File: config.mk
export PLATFORM = sky130hd
export DESIGN_NAME = rkpb_top
export DESIGN_NICKNAME = d
export VERILOG_FILES = /design/src/rkpb_pkg.sv /design/src/rkpb_field.sv /design/src/rkpb_top.sv
export SDC_FILE = /design/constraint.sdc
export NUM_CORES = 1
export LEC_CHECK = 0
export ABC_CLOCK_PERIOD_IN_PS = 2160
export BUFFER_PORTS_ARGS = -buffer_cell sky130_fd_sc_hd__buf_2
export CORE_MARGIN = 2
export CORE_UTILIZATION = 46
export CTS_CLUSTER_SIZE = 20
export DETAILED_ROUTE_END_ITERATION = 8
export PLACE_DENSITY = 0.95
export SYNTH_ARGS = -nofsm -noshare
export SYNTH_HDL_FRONTEND = slang
export SYNTH_SLANG_ARGS = --single-unit
File: constraint.sdc
create_clock -name clk -period 2.16 [get_ports clk]
set_input_delay 0.108 -clock clk [delete_from_list [all_inputs] [get_ports clk]]
set_output_delay 0.108 -clock clk [all_outputs]
set_load 0.1 [all_outputs]
File: src/rkpb_pkg.sv
/*
  Package for the kernel program RAM base block: register offsets, field
  positions, reset values, the bus slave state enum and the carrier structs.
  Assumes a 32-bit Avalon-MM register bus with word addressing in bytes.
*/
package rkpb_pkg;

  // Byte offsets of the registers on the Avalon-MM bus.
  localparam logic [3:0] RKPB_OFF_BASE = 4'h0;
  localparam logic [3:0] RKPB_OFF_SIZE = 4'h4;
  localparam logic [3:0] RKPB_OFF_STAT = 4'h8;

  // Field layout of the base register.
  localparam int RKPB_BASE_LSB = 10;
  localparam int RKPB_BASE_MSB = 15;
  localparam int RKPB_BASE_W = RKPB_BASE_MSB - RKPB_BASE_LSB + 1;

  // Field layout of the status register.
  localparam int RKPB_STAT_REGION = 0;
  localparam int RKPB_STAT_LEGAL = 1;

  // Reset values.
  localparam logic [5:0] RKPB_BASE_RST = 6'h00;
  localparam logic [5:0] RKPB_SIZE_RST = 6'h00;

  // Answer to an unmapped read.
  localparam logic [31:0] RKPB_UNMAPPED = 32'h0000_0000;

  // Bus slave states.
  typedef enum logic [0:0] {
    RKPB_IDLE,
    RKPB_DONE
  } rkpb_bus_e;

  // One Avalon-MM request as seen by the slave.
  typedef struct packed {
    logic [3:0] address;
    logic read;
    logic write;
    logic [3:0] byteenable;
    logic [31:0] writedata;
  } rkpb_req_s;

  // State of the top module outside the field register u_base.
  typedef struct packed {
    rkpb_bus_e bus;
    logic [5:0] base;
    logic [5:0] size;
    logic [31:0] rdata;
  } rkpb_state_s;

endpackage

File: src/rkpb_field.sv
/*
  Small register for one six-bit granule field with byte-lane write.
  Assumes the caller presents a single-cycle write strobe and full word data.
*/
`timescale 1ns/1ns
`default_nettype none
module rkpb_field
  import rkpb_pkg::*;
#(
  parameter logic [5:0] RESET_VALUE = RKPB_BASE_RST
) (
  // Clock and reset.
  input wire logic clk,
  input wire logic rst,
  // Write side.
  input wire logic wr,
  input wire logic [3:0] be,
  input wire logic [31:0] wdata,
  // Stored field.
  output logic [5:0] q
);

  logic [5:0] q_reg; // Held field value.
  logic [5:0] q_next; // Next value.

  // Only bits 15:10 take write data; all other lanes are dropped here.
  always_comb begin
    q_next = q_reg;
    if (wr && be[1]) begin
      q_next = wdata[RKPB_BASE_MSB:RKPB_BASE_LSB];
    end
  end

  // Reset forces the field to its constant reset value.
  always_ff @(posedge clk or posedge rst) begin
    if (rst) begin
      q_reg <= RESET_VALUE;
    end else begin
      q_reg <= q_next;
    end
  end

  assign q = q_reg;

endmodule
`default_nettype wire

File: src/rkpb_top.sv
/*
  Kernel program RAM base register with an Avalon-MM slave. It splits data
  RAM into a kernel data part below the base and a kernel program part above.
  Assumes one clock, an asynchronous active-high reset and an Avalon master
  that holds its request while waitrequest is high. Software is trusted to
  keep the base at or below the size setting; the block only flags a breach
  and never refuses the write, so the partition follows whatever is stored.
*/
`timescale 1ns/1ns
`default_nettype none
module rkpb_top
  import rkpb_pkg::*;
#(
  parameter int ADDR_W = 16 // Width of a RAM byte address.
) (
  // Clock and reset.
  input wire logic clk,
  input wire logic rst,
  // Avalon-MM slave.
  input wire logic [3:0] avs_address,
  input wire logic avs_read,
  input wire logic avs_write,
  input wire logic [3:0] avs_byteenable,
  input wire logic [31:0] avs_writedata,
  output logic [31:0] avs_readdata,
  output logic avs_waitrequest,
  // RAM address in and partition outputs.
  input wire logic [ADDR_W-1:0] ram_addr,
  output logic prog_region_en,
  output logic [ADDR_W-1:0] prog_start,
  output logic ram_addr_is_prog,
  output logic base_too_high
);

  // The base field covers address bits 15:10, so narrower RAM is refused.
  // The check runs while the block is built, not at run time, so a bad
  // parameter can never reach a working netlist.
  if (ADDR_W < RKPB_BASE_MSB + 1) begin
    $error("ADDR_W too small for the base field");
  end

  rkpb_req_s req; // Bundled bus request.
  rkpb_state_s s_reg; // Registered state.
  rkpb_state_s s_next; // Next state.
  logic [5:0] base_q; // Base field from the field register.
  logic base_wr; // One-cycle write strobe to the base field.
  logic size_wr; // One-cycle write strobe to the size setting.

  assign req = '{avs_address, avs_read, avs_write, avs_byteenable, avs_writedata};

  // Place a granule field at bits 15:10 of a 32-bit word, zero elsewhere.
  function automatic logic [31:0] rkpb_word(input logic [5:0] f);
    rkpb_word = {16'h0000, f, 10'h000};
  endfunction

  // The field register; write lanes other than byte 1 are ignored.
  assign base_wr = (s_reg.bus == RKPB_IDLE) && req.write &&
                   (req.address == RKPB_OFF_BASE);
  rkpb_field #(.RESET_VALUE(RKPB_BASE_RST)) u_base (
    .clk(clk),
    .rst(rst),
    .wr(base_wr),
    .be(req.byteenable),
    .wdata(req.writedata),
    .q(base_q)
  );

  assign size_wr = (s_reg.bus == RKPB_IDLE) && req.write &&
                   (req.address == RKPB_OFF_SIZE);

  // Bus slave: each access waits one cycle, then completes with read data
  // already registered. The fixed latency keeps the master logic simple.
  always_comb begin
    s_next = s_reg;
    s_next.base = base_q;
    case (s_reg.bus)
      RKPB_IDLE: begin
        if (req.read || req.write) begin
          s_next.bus = RKPB_DONE;
          if (size_wr && req.byteenable[1]) begin
            s_next.size = req.writedata[RKPB_BASE_MSB:RKPB_BASE_LSB];
          end
          // Read data for an unmapped or write access is zero.
          s_next.rdata = RKPB_UNMAPPED;
          if (req.read) begin
            case (req.address)
              RKPB_OFF_BASE: s_next.rdata = rkpb_word(base_q);
              RKPB_OFF_SIZE: s_next.rdata = rkpb_word(s_reg.size);
              RKPB_OFF_STAT: begin
                s_next.rdata = 32'h0000_0000;
                s_next.rdata[RKPB_STAT_REGION] = prog_region_en;
                s_next.rdata[RKPB_STAT_LEGAL] = ~base_too_high;
              end
              default: s_next.rdata = RKPB_UNMAPPED;
            endcase
          end
        end
      end
      RKPB_DONE: begin
        // Master drops or renews its request after this edge.
        s_next.bus = RKPB_IDLE;
      end
      default: s_next.bus = RKPB_IDLE;
    endcase
  end

  // State register; reset is constants only.
  always_ff @(posedge clk or posedge rst) begin
    if (rst) begin
      s_reg <= '{RKPB_IDLE, RKPB_BASE_RST, RKPB_SIZE_RST, 32'h0000_0000};
    end else begin
      s_reg <= s_next;
    end
  end

  // Waitrequest stays high until the registered answer is in place.
  assign avs_waitrequest = (avs_read || avs_write) && (s_reg.bus != RKPB_DONE);
  assign avs_readdata = s_reg.rdata;

  // Partition outputs: a zero base means no program region at all.
  assign prog_region_en = (s_reg.base != 6'h00);
  always_comb begin
    prog_start = '0;
    prog_start[RKPB_BASE_MSB:RKPB_BASE_LSB] = s_reg.base;
  end
  assign ram_addr_is_prog = prog_region_en && (ram_addr >= prog_start);

  // Software must keep the base within the size; flag it if it does not.
  assign base_too_high = (s_reg.base > s_reg.size);

  // Assertions. Apart from the base_wr strobe in a_base_write and a_base_hold, each one looks at registered state or at the ports, so a
  // slip in the decode above shows up as a firing here rather than as a
  // silent wrong value at the bus.

  // Read data never carries anything in the unimplemented upper half.
  a_upper_zero: assert property (@(posedge clk) disable iff (rst)
    (s_reg.rdata[31:16] == 16'h0000))
    else $error("upper bits not zero");

  // A completed base read shows the fixed low bits as zero; the status word
  // uses its own low bits, so only base reads are held to this.
  a_low_zero: assert property (@(posedge clk) disable iff (rst)
    avs_read && !avs_waitrequest && (avs_address == RKPB_OFF_BASE) |->
    (avs_readdata[RKPB_BASE_LSB-1:0] == 10'h000))
    else $error("low bits not zero");

  // A start boundary always falls on a 1 KB granule.
  a_start_align: assert property (@(posedge clk) disable iff (rst)
    (prog_start[RKPB_BASE_LSB-1:0] == 10'h000))
    else $error("start not on a granule");

  // A write with lane 1 on reaches the registered copy two edges later.
  a_base_write: assert property (@(posedge clk) disable iff (rst)
    base_wr && req.byteenable[1] |=> ##1
    (s_reg.base == $past(req.writedata[RKPB_BASE_MSB:RKPB_BASE_LSB], 2)))
    else $error("base write lost");

  // Without a write strobe the field register keeps its value.
  a_base_hold: assert property (@(posedge clk) disable iff (rst)
    !base_wr |=> (base_q == $past(base_q)))
    else $error("base changed without write");

  // A zero base leaves no program region and claims no address.
  a_zero_region: assert property (@(posedge clk) disable iff (rst)
    (s_reg.base == 6'h00) |-> !ram_addr_is_prog && !prog_region_en)
    else $error("region with zero base");

  // Every address at or above the start granule belongs to the program part.
  a_prog_map: assert property (@(posedge clk) disable iff (rst)
    prog_region_en && (ram_addr[RKPB_BASE_MSB:RKPB_BASE_LSB] >= s_reg.base) |->
    ram_addr_is_prog)
    else $error("program address missed");

  // Every address below the start granule stays with kernel data.
  a_below_start: assert property (@(posedge clk) disable iff (rst)
    prog_region_en && ((ram_addr >> RKPB_BASE_LSB) < s_reg.base) |-> !ram_addr_is_prog)
    else $error("data address claimed");

  // Right after reset the base is clear in both copies.
  a_reset_clear: assert property (@(posedge clk)
    $fell(rst) |-> (s_reg.base == 6'h00) && (base_q == 6'h00))
    else $error("reset left base set");

  // Right after reset the partition outputs show no program region.
  a_rst_outputs: assert property (@(posedge clk)
    $fell(rst) |-> !prog_region_en && (prog_start == '0))
    else $error("reset left region open");

  // A base within the size setting is never flagged.
  a_size_flag: assert property (@(posedge clk) disable iff (rst)
    (s_reg.base <= s_reg.size) |-> !base_too_high)
    else $error("legal base flagged");

  // A fresh base read completes one cycle later with the stored field.
  a_bus_answer: assert property (@(posedge clk) disable iff (rst)
    $rose(avs_read) && (avs_address == RKPB_OFF_BASE) |-> ##1
    (!avs_waitrequest && avs_readdata == rkpb_word(base_q)))
    else $error("read answer wrong");

endmodule
`default_nettype wire

==> impl_metrics.json, run 1 <==
{
  "status": "completed",
  "grt.overflow.total": 0,
  "leakage_nw": 1.046,
  "use_met3_pct": 1.363,
  "num_rows": 22,
  "port_buffers": 48,
  "fin_crit_sh_pct": 96.04,
  "crit_required_ns": 2.05,
  "syn_inst": 174,
  "final_common_cell": "buf_2",
  "grt_use_met1_pct": 19.15,
  "p_per_area_nw_per_um2": 949.4,
  "cts_max_path_buffers": 2,
  "comb_power_share_pct": 50.6,
  "antenna_found_initial": 0,
  "cts_root_buf": "clkbuf_8",
  "largest_reg_flops": 8,
  "cts_tree": "built",
  "yosysWarningCount": 0,
  "maxCapViolCount": 0,
  "p_int_mw": 0.9029,
  "start_util_pct": 47.98,
  "insertion_delay_ns": 0.27,
  "htreeDepth": 1,
  "nets": 287,
  "cp.arrival_ns": 1.97,
  "ys_ff_latch": 27,
  "grt_pass1_wl_mm": 5.085,
  "p_sw_mw": 0.9503,
  "grt_max_degree": 28,
  "clk_pin_slew_ns": 0.09,
  "power_frac_clock_pct": 15.5,
  "diodes": 0,
  "tightest_slew_ns": 0.6372,
  "ant_nets": 0,
  "slew_headroom_pct": 57.43,
  "ios": 112,
  "cp-end-kind": "output pin",
  "total_power_mw": 1.853,
  "top_usage_layer": "met2",
  "syn_area_um2": 1757,
  "switching_share_pct": 51.28,
  "fin_hold_ws_ns": 0.04930,
  "yosysSeqAreaShare_pct": 38.46,
  "via_per_inst": 4.687,
  "hold_class": "in -> reg",
  "fillCellCount": 335,
  "hold_viol": 0,
  "max_stage_delay_ns": 0.38,
  "dieArea_um2": 4329,
  "dp_hpwl_mm": 2.814,
  "finalSetupViolCount": 0,
  "grtUsageTotal_pct": 15.68,
  "die_h_um": 65.80,
  "crit_slowest_cell": "dfrtp_1",
  "route.detailed.drc": 0,
  "core-area_um2": 3661,
  "drt_iter0_markers": 34,
  "vias": 1228,
  "critical_path_class": "reg -> out",
  "crit_chain": "inv_1 -> ha_1 -> nor4b_2 -> a311o_1 -> nand4_1 -> a21oi_4 -> buf_12",
  "pwr-share-seq_pct": 33.9,
  "final_cell_mix": "46 x buf_2, 34 x conb_1, 27 x dfrtp_1, 17 x nand2_1, 14 x inv_1",
  "grt_pass1_vias": 1123,
  "critPathMaxFanout": 3,
  "drt_wl_total_mm": 3.389,
  "skew_ns": 0.008318,
  "syn2layout_area_growth_pct": 11.11,
  "crit_buf_inv": 2,
  "cpLargestDelayFamily": "compound AO/OA/AOI/OAI gates",
  "fin_util_pct": 53.32,
  "critPathLaunchType": "flop",
  "fin_crit_ns": 2.074,
  "met2_usage_pct": 26.89,
  "avgSynthCellArea_um2": 10.10,
  "rsz0062_at_grt": "yes",
  "fp.dieW_um": 65.80,
  "clock_sinks": 27,
  "ys_types": 28,
  "wl_per_cell_um": 12.94,
  "layout-drive-gt1-share_pct": 32.71,
  "drv_slew": 0,
  "fmax_ghz": 0.4821,
  "vdd_drop_max_uv": 307.9,
  "gp_congestion": 0.7361,
  "fin_setup_tns_ns": 0,
  "cts_inserted_buffers": 3,
  "dr.pass1.iters": 4
}
-- synthesized netlist by cell type --
| cell | count | area share [%] |
|---|---|---|
| nor2b_1 | 2 | 0.71 |
| buf_4 | 49 | 21 |
| a22oi_1 | 6 | 2.6 |
| a31oi_1 | 1 | 0.36 |
| o21ai_0 | 13 | 3.7 |
| conb_1 | 1 | 0.21 |
| a211oi_1 | 1 | 0.43 |
| a21o_1 | 2 | 0.85 |
| a21oi_1 | 2 | 0.57 |
| nor4b_4 | 1 | 1.4 |
| dfrtp_1 | 27 | 38 |
| ha_1 | 12 | 8.5 |
| nor4b_1 | 3 | 1.5 |
| o21bai_1 | 2 | 0.85 |
| nand2_1 | 17 | 3.6 |
| nand4_1 | 2 | 0.71 |
| nand3_1 | 2 | 0.57 |
| nand3b_1 | 1 | 0.43 |
| and4b_1 | 2 | 1.1 |
| inv_1 | 14 | 3.0 |
| mux2_2 | 1 | 0.64 |
| nor4_4 | 1 | 1.2 |
| buf_6 | 1 | 0.64 |
| nor2_1 | 1 | 0.21 |
| mux2_4 | 6 | 5.1 |
| nand2b_1 | 1 | 0.36 |
| a311o_1 | 1 | 0.57 |
| nor4_1 | 2 | 0.71 |
-- cell type report --
class | instances | area, um^2 | area share, %
Timing Repair Buffer | 53 | 297.8 | 15.26
Clock inverter | 1 | 7.507 | 0.3846
Sequential cell | 27 | 675.6 | 34.62
Inverter | 14 | 52.55 | 2.692
Tap cell | 48 | 60.06 | 3.077
Clock buffer | 3 | 41.29 | 2.115
Multi-Input combinational cell | 116 | 817.0 | 41.86
-- worst register-to-register path, delay by kind of cell, from the launching register on --
family                     cells  cell delay [ns]
and+or+nand+nor                1             0.13
DFF                            1             0.41
adders and majority gates      1             0.29
buffers and inverters          1             0.14
AOI/OAI and AO/OA              3             0.49
-- path summary, 6_finish.rpt --
kind                       slack (ns)  cells past startpoint                      from                     endpoint
max                              0.09                      7  prog_start[11]$_DFF_PP0_             ram_addr_is_prog
min                              0.05                      3         avs_writedata[11]        s_reg[33]$_DFFE_PP0P_
max reg2reg                      0.61                      6  prog_start[11]$_DFF_PP0_  avs_readdata[1]$_DFFE_PP0P_
min reg2reg                      0.42                      0   u_base.q[3]$_DFFE_PP0P_     prog_start[13]$_DFF_PP0_
max in group asynchronous        1.46                      4                       rst      u_base.q[5]$_DFFE_PP0P_
min in group asynchronous        0.45                      4                       rst        s_reg[32]$_DFFE_PP0P_
-- layer usage --
metal / vias to the layer above / routed length, um
li1: 590 / -
met1: 570 / 1382
met2: 60 / 1709
met3: 8 / 204
met4: 0 / 92
met5: - / 0
-- cells by family after synthesis --
logic type / share of synthesized area, %
mux: 5.769
buf+inv: 24.57
compound gates: 9.900
other cells: 0.2135
simple gates: 12.54
flops: 38.46
fa+ha+maj: 8.547
-- metrics by stage --
| step | cell area (um^2) | instances | worst slack [ns] |
|---|---|---|---|
| 2_1_floorplan | 1912 | 207 | 0.2379 |
| 3_3_place_gp | 1871 | 256 | 0.3323 |
| 3_5_place_dp | 1871 | 256 | 0.2775 |
| 4_1_cts | 1936 | 261 | 0.01513 |
| 5_1_grt | 1952 | 262 | -0.01403 |
| 6_report | 1952 | 262 | 0.08563 |
-- what timing repair did --
action                                  in CTS  in global routing
setup buffers                                0                  1
endpoints found under the setup margin       1                  2
endpoints found under the hold margin       27                  0
hold buffers                                 1                  0
resized for setup                            1                  2
-- power by group through the flow --
stage	clock network (mW)	registers [mW]	logic (mW)
after floorplan	0	0.619	0.853
after global routing	0.319	0.636	0.980
after global placement	0	0.631	0.904
after detailed placement	0	0.638	0.923
final	0.288	0.629	0.937
after CTS	0.296	0.629	0.928
No activity file was read; power rests on OpenSTA's default activity.
==> inputs of run 2 (changes only) <==
ABC_AREA = 1   (was default)
CORE_UTILIZATION = 48   (was 46)
==> impl_metrics.json, run 2 <==
{
  "status": "completed",
  "fin_crit_ns": 1.960,
  "final_common_cell": "nand2_1",
  "synth-async-reset-ratio_pct": 100.0,
  "syn2layout_area_growth_pct": 5.531,
  "fin_crit_sh_pct": 90.75,
  "drv_slew": 0,
  "grt_max_degree": 28,
  "cts_root_buf": "clkbuf_8",
  "dr.pass1.iters": 4,
  "die_h_um": 67.67,
  "layout-drive-gt1-share_pct": 27.74,
  "setup_slack_ns": 0.1998,
  "slew_headroom_pct": 61.43,
  "critical_path_class": "reg -> out",
  "clock_sinks": 27,
  "cts_inserted_buffers": 3,
  "multiInputGateArea_um2": 875.8,
  "core-area_um2": 3943,
  "fp.dieW_um": 67.67,
  "netlist.area_leader.share_pct": 34.73,
  "netlist_top_cells_count": "58 x nand2_1, 48 x buf_4, 33 x inv_1",
  "ys.flop_type": "dfrtp_1",
  "clk_pin_slew_ns": 0.09,
  "wl_per_cell_um": 9.704,
  "critPathLaunchType": "flop",
  "via_per_inst": 4.302,
  "yosysWarningCount": 0,
  "synth.most_common_cell": "nand2_1",
  "finalSetupViolCount": 0,
  "drt_wl_total_mm": 3.144,
  "hold_viol": 0,
  "ys_ff_latch": 27,
  "insertion_delay_ns": 0.27,
  "start_util_pct": 49.35,
  "synth_area_leaders": "dfrtp_1 35%, buf_4 19%, nand2_1 11%",
  "grt_pass1_vias": 1237,
  "vias": 1394,
  "skew_ns": 0.003971,
  "dieArea_um2": 4579,
  "synth_top_area_cell": "dfrtp_1",
  "fillCellCount": 370,
  "syn_inst": 238,
  "p_per_area_nw_per_um2": 934.7,
  "antenna_found_initial": 0,
  "final_cell_mix": "58 x nand2_1, 46 x buf_2, 34 x conb_1, 33 x inv_1, 27 x dfrtp_1",
  "preCtsSetupSlack_ns": 0.4140,
  "avgSynthCellArea_um2": 8.175,
  "fin_setup_tns_ns": 0,
  "rsz0062_at_grt": "no",
  "place_area_um2": 1989,
  "largest_reg_flops": 8,
  "cts_max_path_buffers": 2,
  "grt.overflow.total": 0,
  "synth_edf_count": 0,
  "maxCapViolCount": 0,
  "total_power_mw": 1.919,
  "num_rows": 23,
  "nets": 347,
  "htreeDepth": 1,
  "ys_types": 21,
  "hold_class": "in -> reg",
  "grt_pass1_wl_mm": 5.250,
  "leakage_nw": 1.177,
  "cts_tree": "built",
  "diodes": 0,
  "ant_nets": 0,
  "ios": 112,
  "critPathMaxFanout": 4,
  "drt_iter0_markers": 61,
  "fmax_ghz": 0.5101,
  "fin_util_pct": 52.08,
  "gp_congestion": 0.7997,
  "route.detailed.drc": 0,
  "crit_required_ns": 2.05,
  "yosysSeqAreaShare_pct": 34.73,
  "grtUsageTotal_pct": 15.22,
  "syn_area_um2": 1946,
  "port_buffers": 48,
  "regArea_um2": 675.6,
  "reg2reg_slack_ns": 0.77,
  "dp_hpwl_mm": 2.656,
  "stdcell_area_um2": 2053,
  "vdd_drop_max_uv": 334.8,
  "cp.arrival_ns": 1.85,
  "cp-end-kind": "output pin",
  "tightest_slew_ns": 0.5747
}
## run 2: cell count changes after synthesis, sizes merged, moves of 6 or more
cell	previous run	this run
mux2	7	0
nand3	2	12
a22oi	6	0
nor2	1	15
o21ai	13	20
inv	14	34
nand2	17	58
## run 2: repair_timing
action,4_1_cts,5_1_grt
setup buffers,0,0
endpoints found under the hold margin,27,0
gates resized for setup,0,2
endpoints found under the setup margin,0,2
hold buffers,1,0
## run 2: through the flow
step / cells / hold slack [ns]
2_1_floorplan: 271 / 0.1607
3_3_place_gp: 319 / 0.1780
3_5_place_dp: 319 / 0.1817
4_1_cts: 324 / 0.1027
5_1_grt: 324 / 0.1034
6_report: 324 / 0.1085
## run 2: cell families after synthesis
family	synth area share, %
flip-flops	34.73
other	0.1927
adder cells (fa/ha/maj)	7.717
buffers and inverters	26.82
AO/OA/AOI/OAI	8.810
AND/OR/NAND/NOR	21.74
## run 2: path summary, 6_finish.rpt
kind / from / to / cells after the start
max in group asynchronous: rst / avs_readdata[10]$_DFFE_PP0P_ / 4
hold reg to reg: u_base.q[0]$_DFFE_PP0P_ / prog_start[10]$_DFF_PP0_ / 0
setup / recovery: prog_start[15]$_DFF_PP0_ / ram_addr_is_prog / 9
min in group asynchronous: rst / s_reg[35]$_DFFE_PP0P_ / 4
hold / removal: avs_writedata[14] / s_reg[36]$_DFFE_PP0P_ / 3
setup reg to reg: prog_start[15]$_DFF_PP0_ / avs_readdata[1]$_DFFE_PP0P_ / 8
## run 2: routing by layer
layer | GRT usage, % | up-vias | routed length [um]
met4 | 3.827 | 0 | 30
met3 | 4.000 | 4 | 200
met2 | 26.72 | 40 | 1605
met1 | 18.42 | 622 | 1307
li1 | - | 728 | -
met5 | 0 | - | 0
## run 2: power breakdown
group	leakage (nW)	switching [mW]	internal [mW]
registers	0.362	0.0494	0.564
clock network	0.0217	0.153	0.131
logic	0.793	0.840	0.182
total	1.18	1.04	0.877
## run 2: layout make-up
type | count | share of cell area (%)
inverters | 34 | 6.216
clock buffers | 3 | 2.011
repair buffers | 50 | 12.80
well taps | 50 | 3.047
flip-flops and latches | 27 | 32.91
multi-input cells | 159 | 42.66
clock inverters | 1 | 0.3656
## run 2: critical path, cell delays in order (launching register included)
cell and delay, ns:
dfrtp_1 0.43, inv_1 0.07, ha_1 0.32, nand2_1 0.08
nor2_1 0.10, nand2_1 0.06, inv_1 0.05, nor2_1 0.04
a21oi_2 0.10, clkbuf_4 0.33
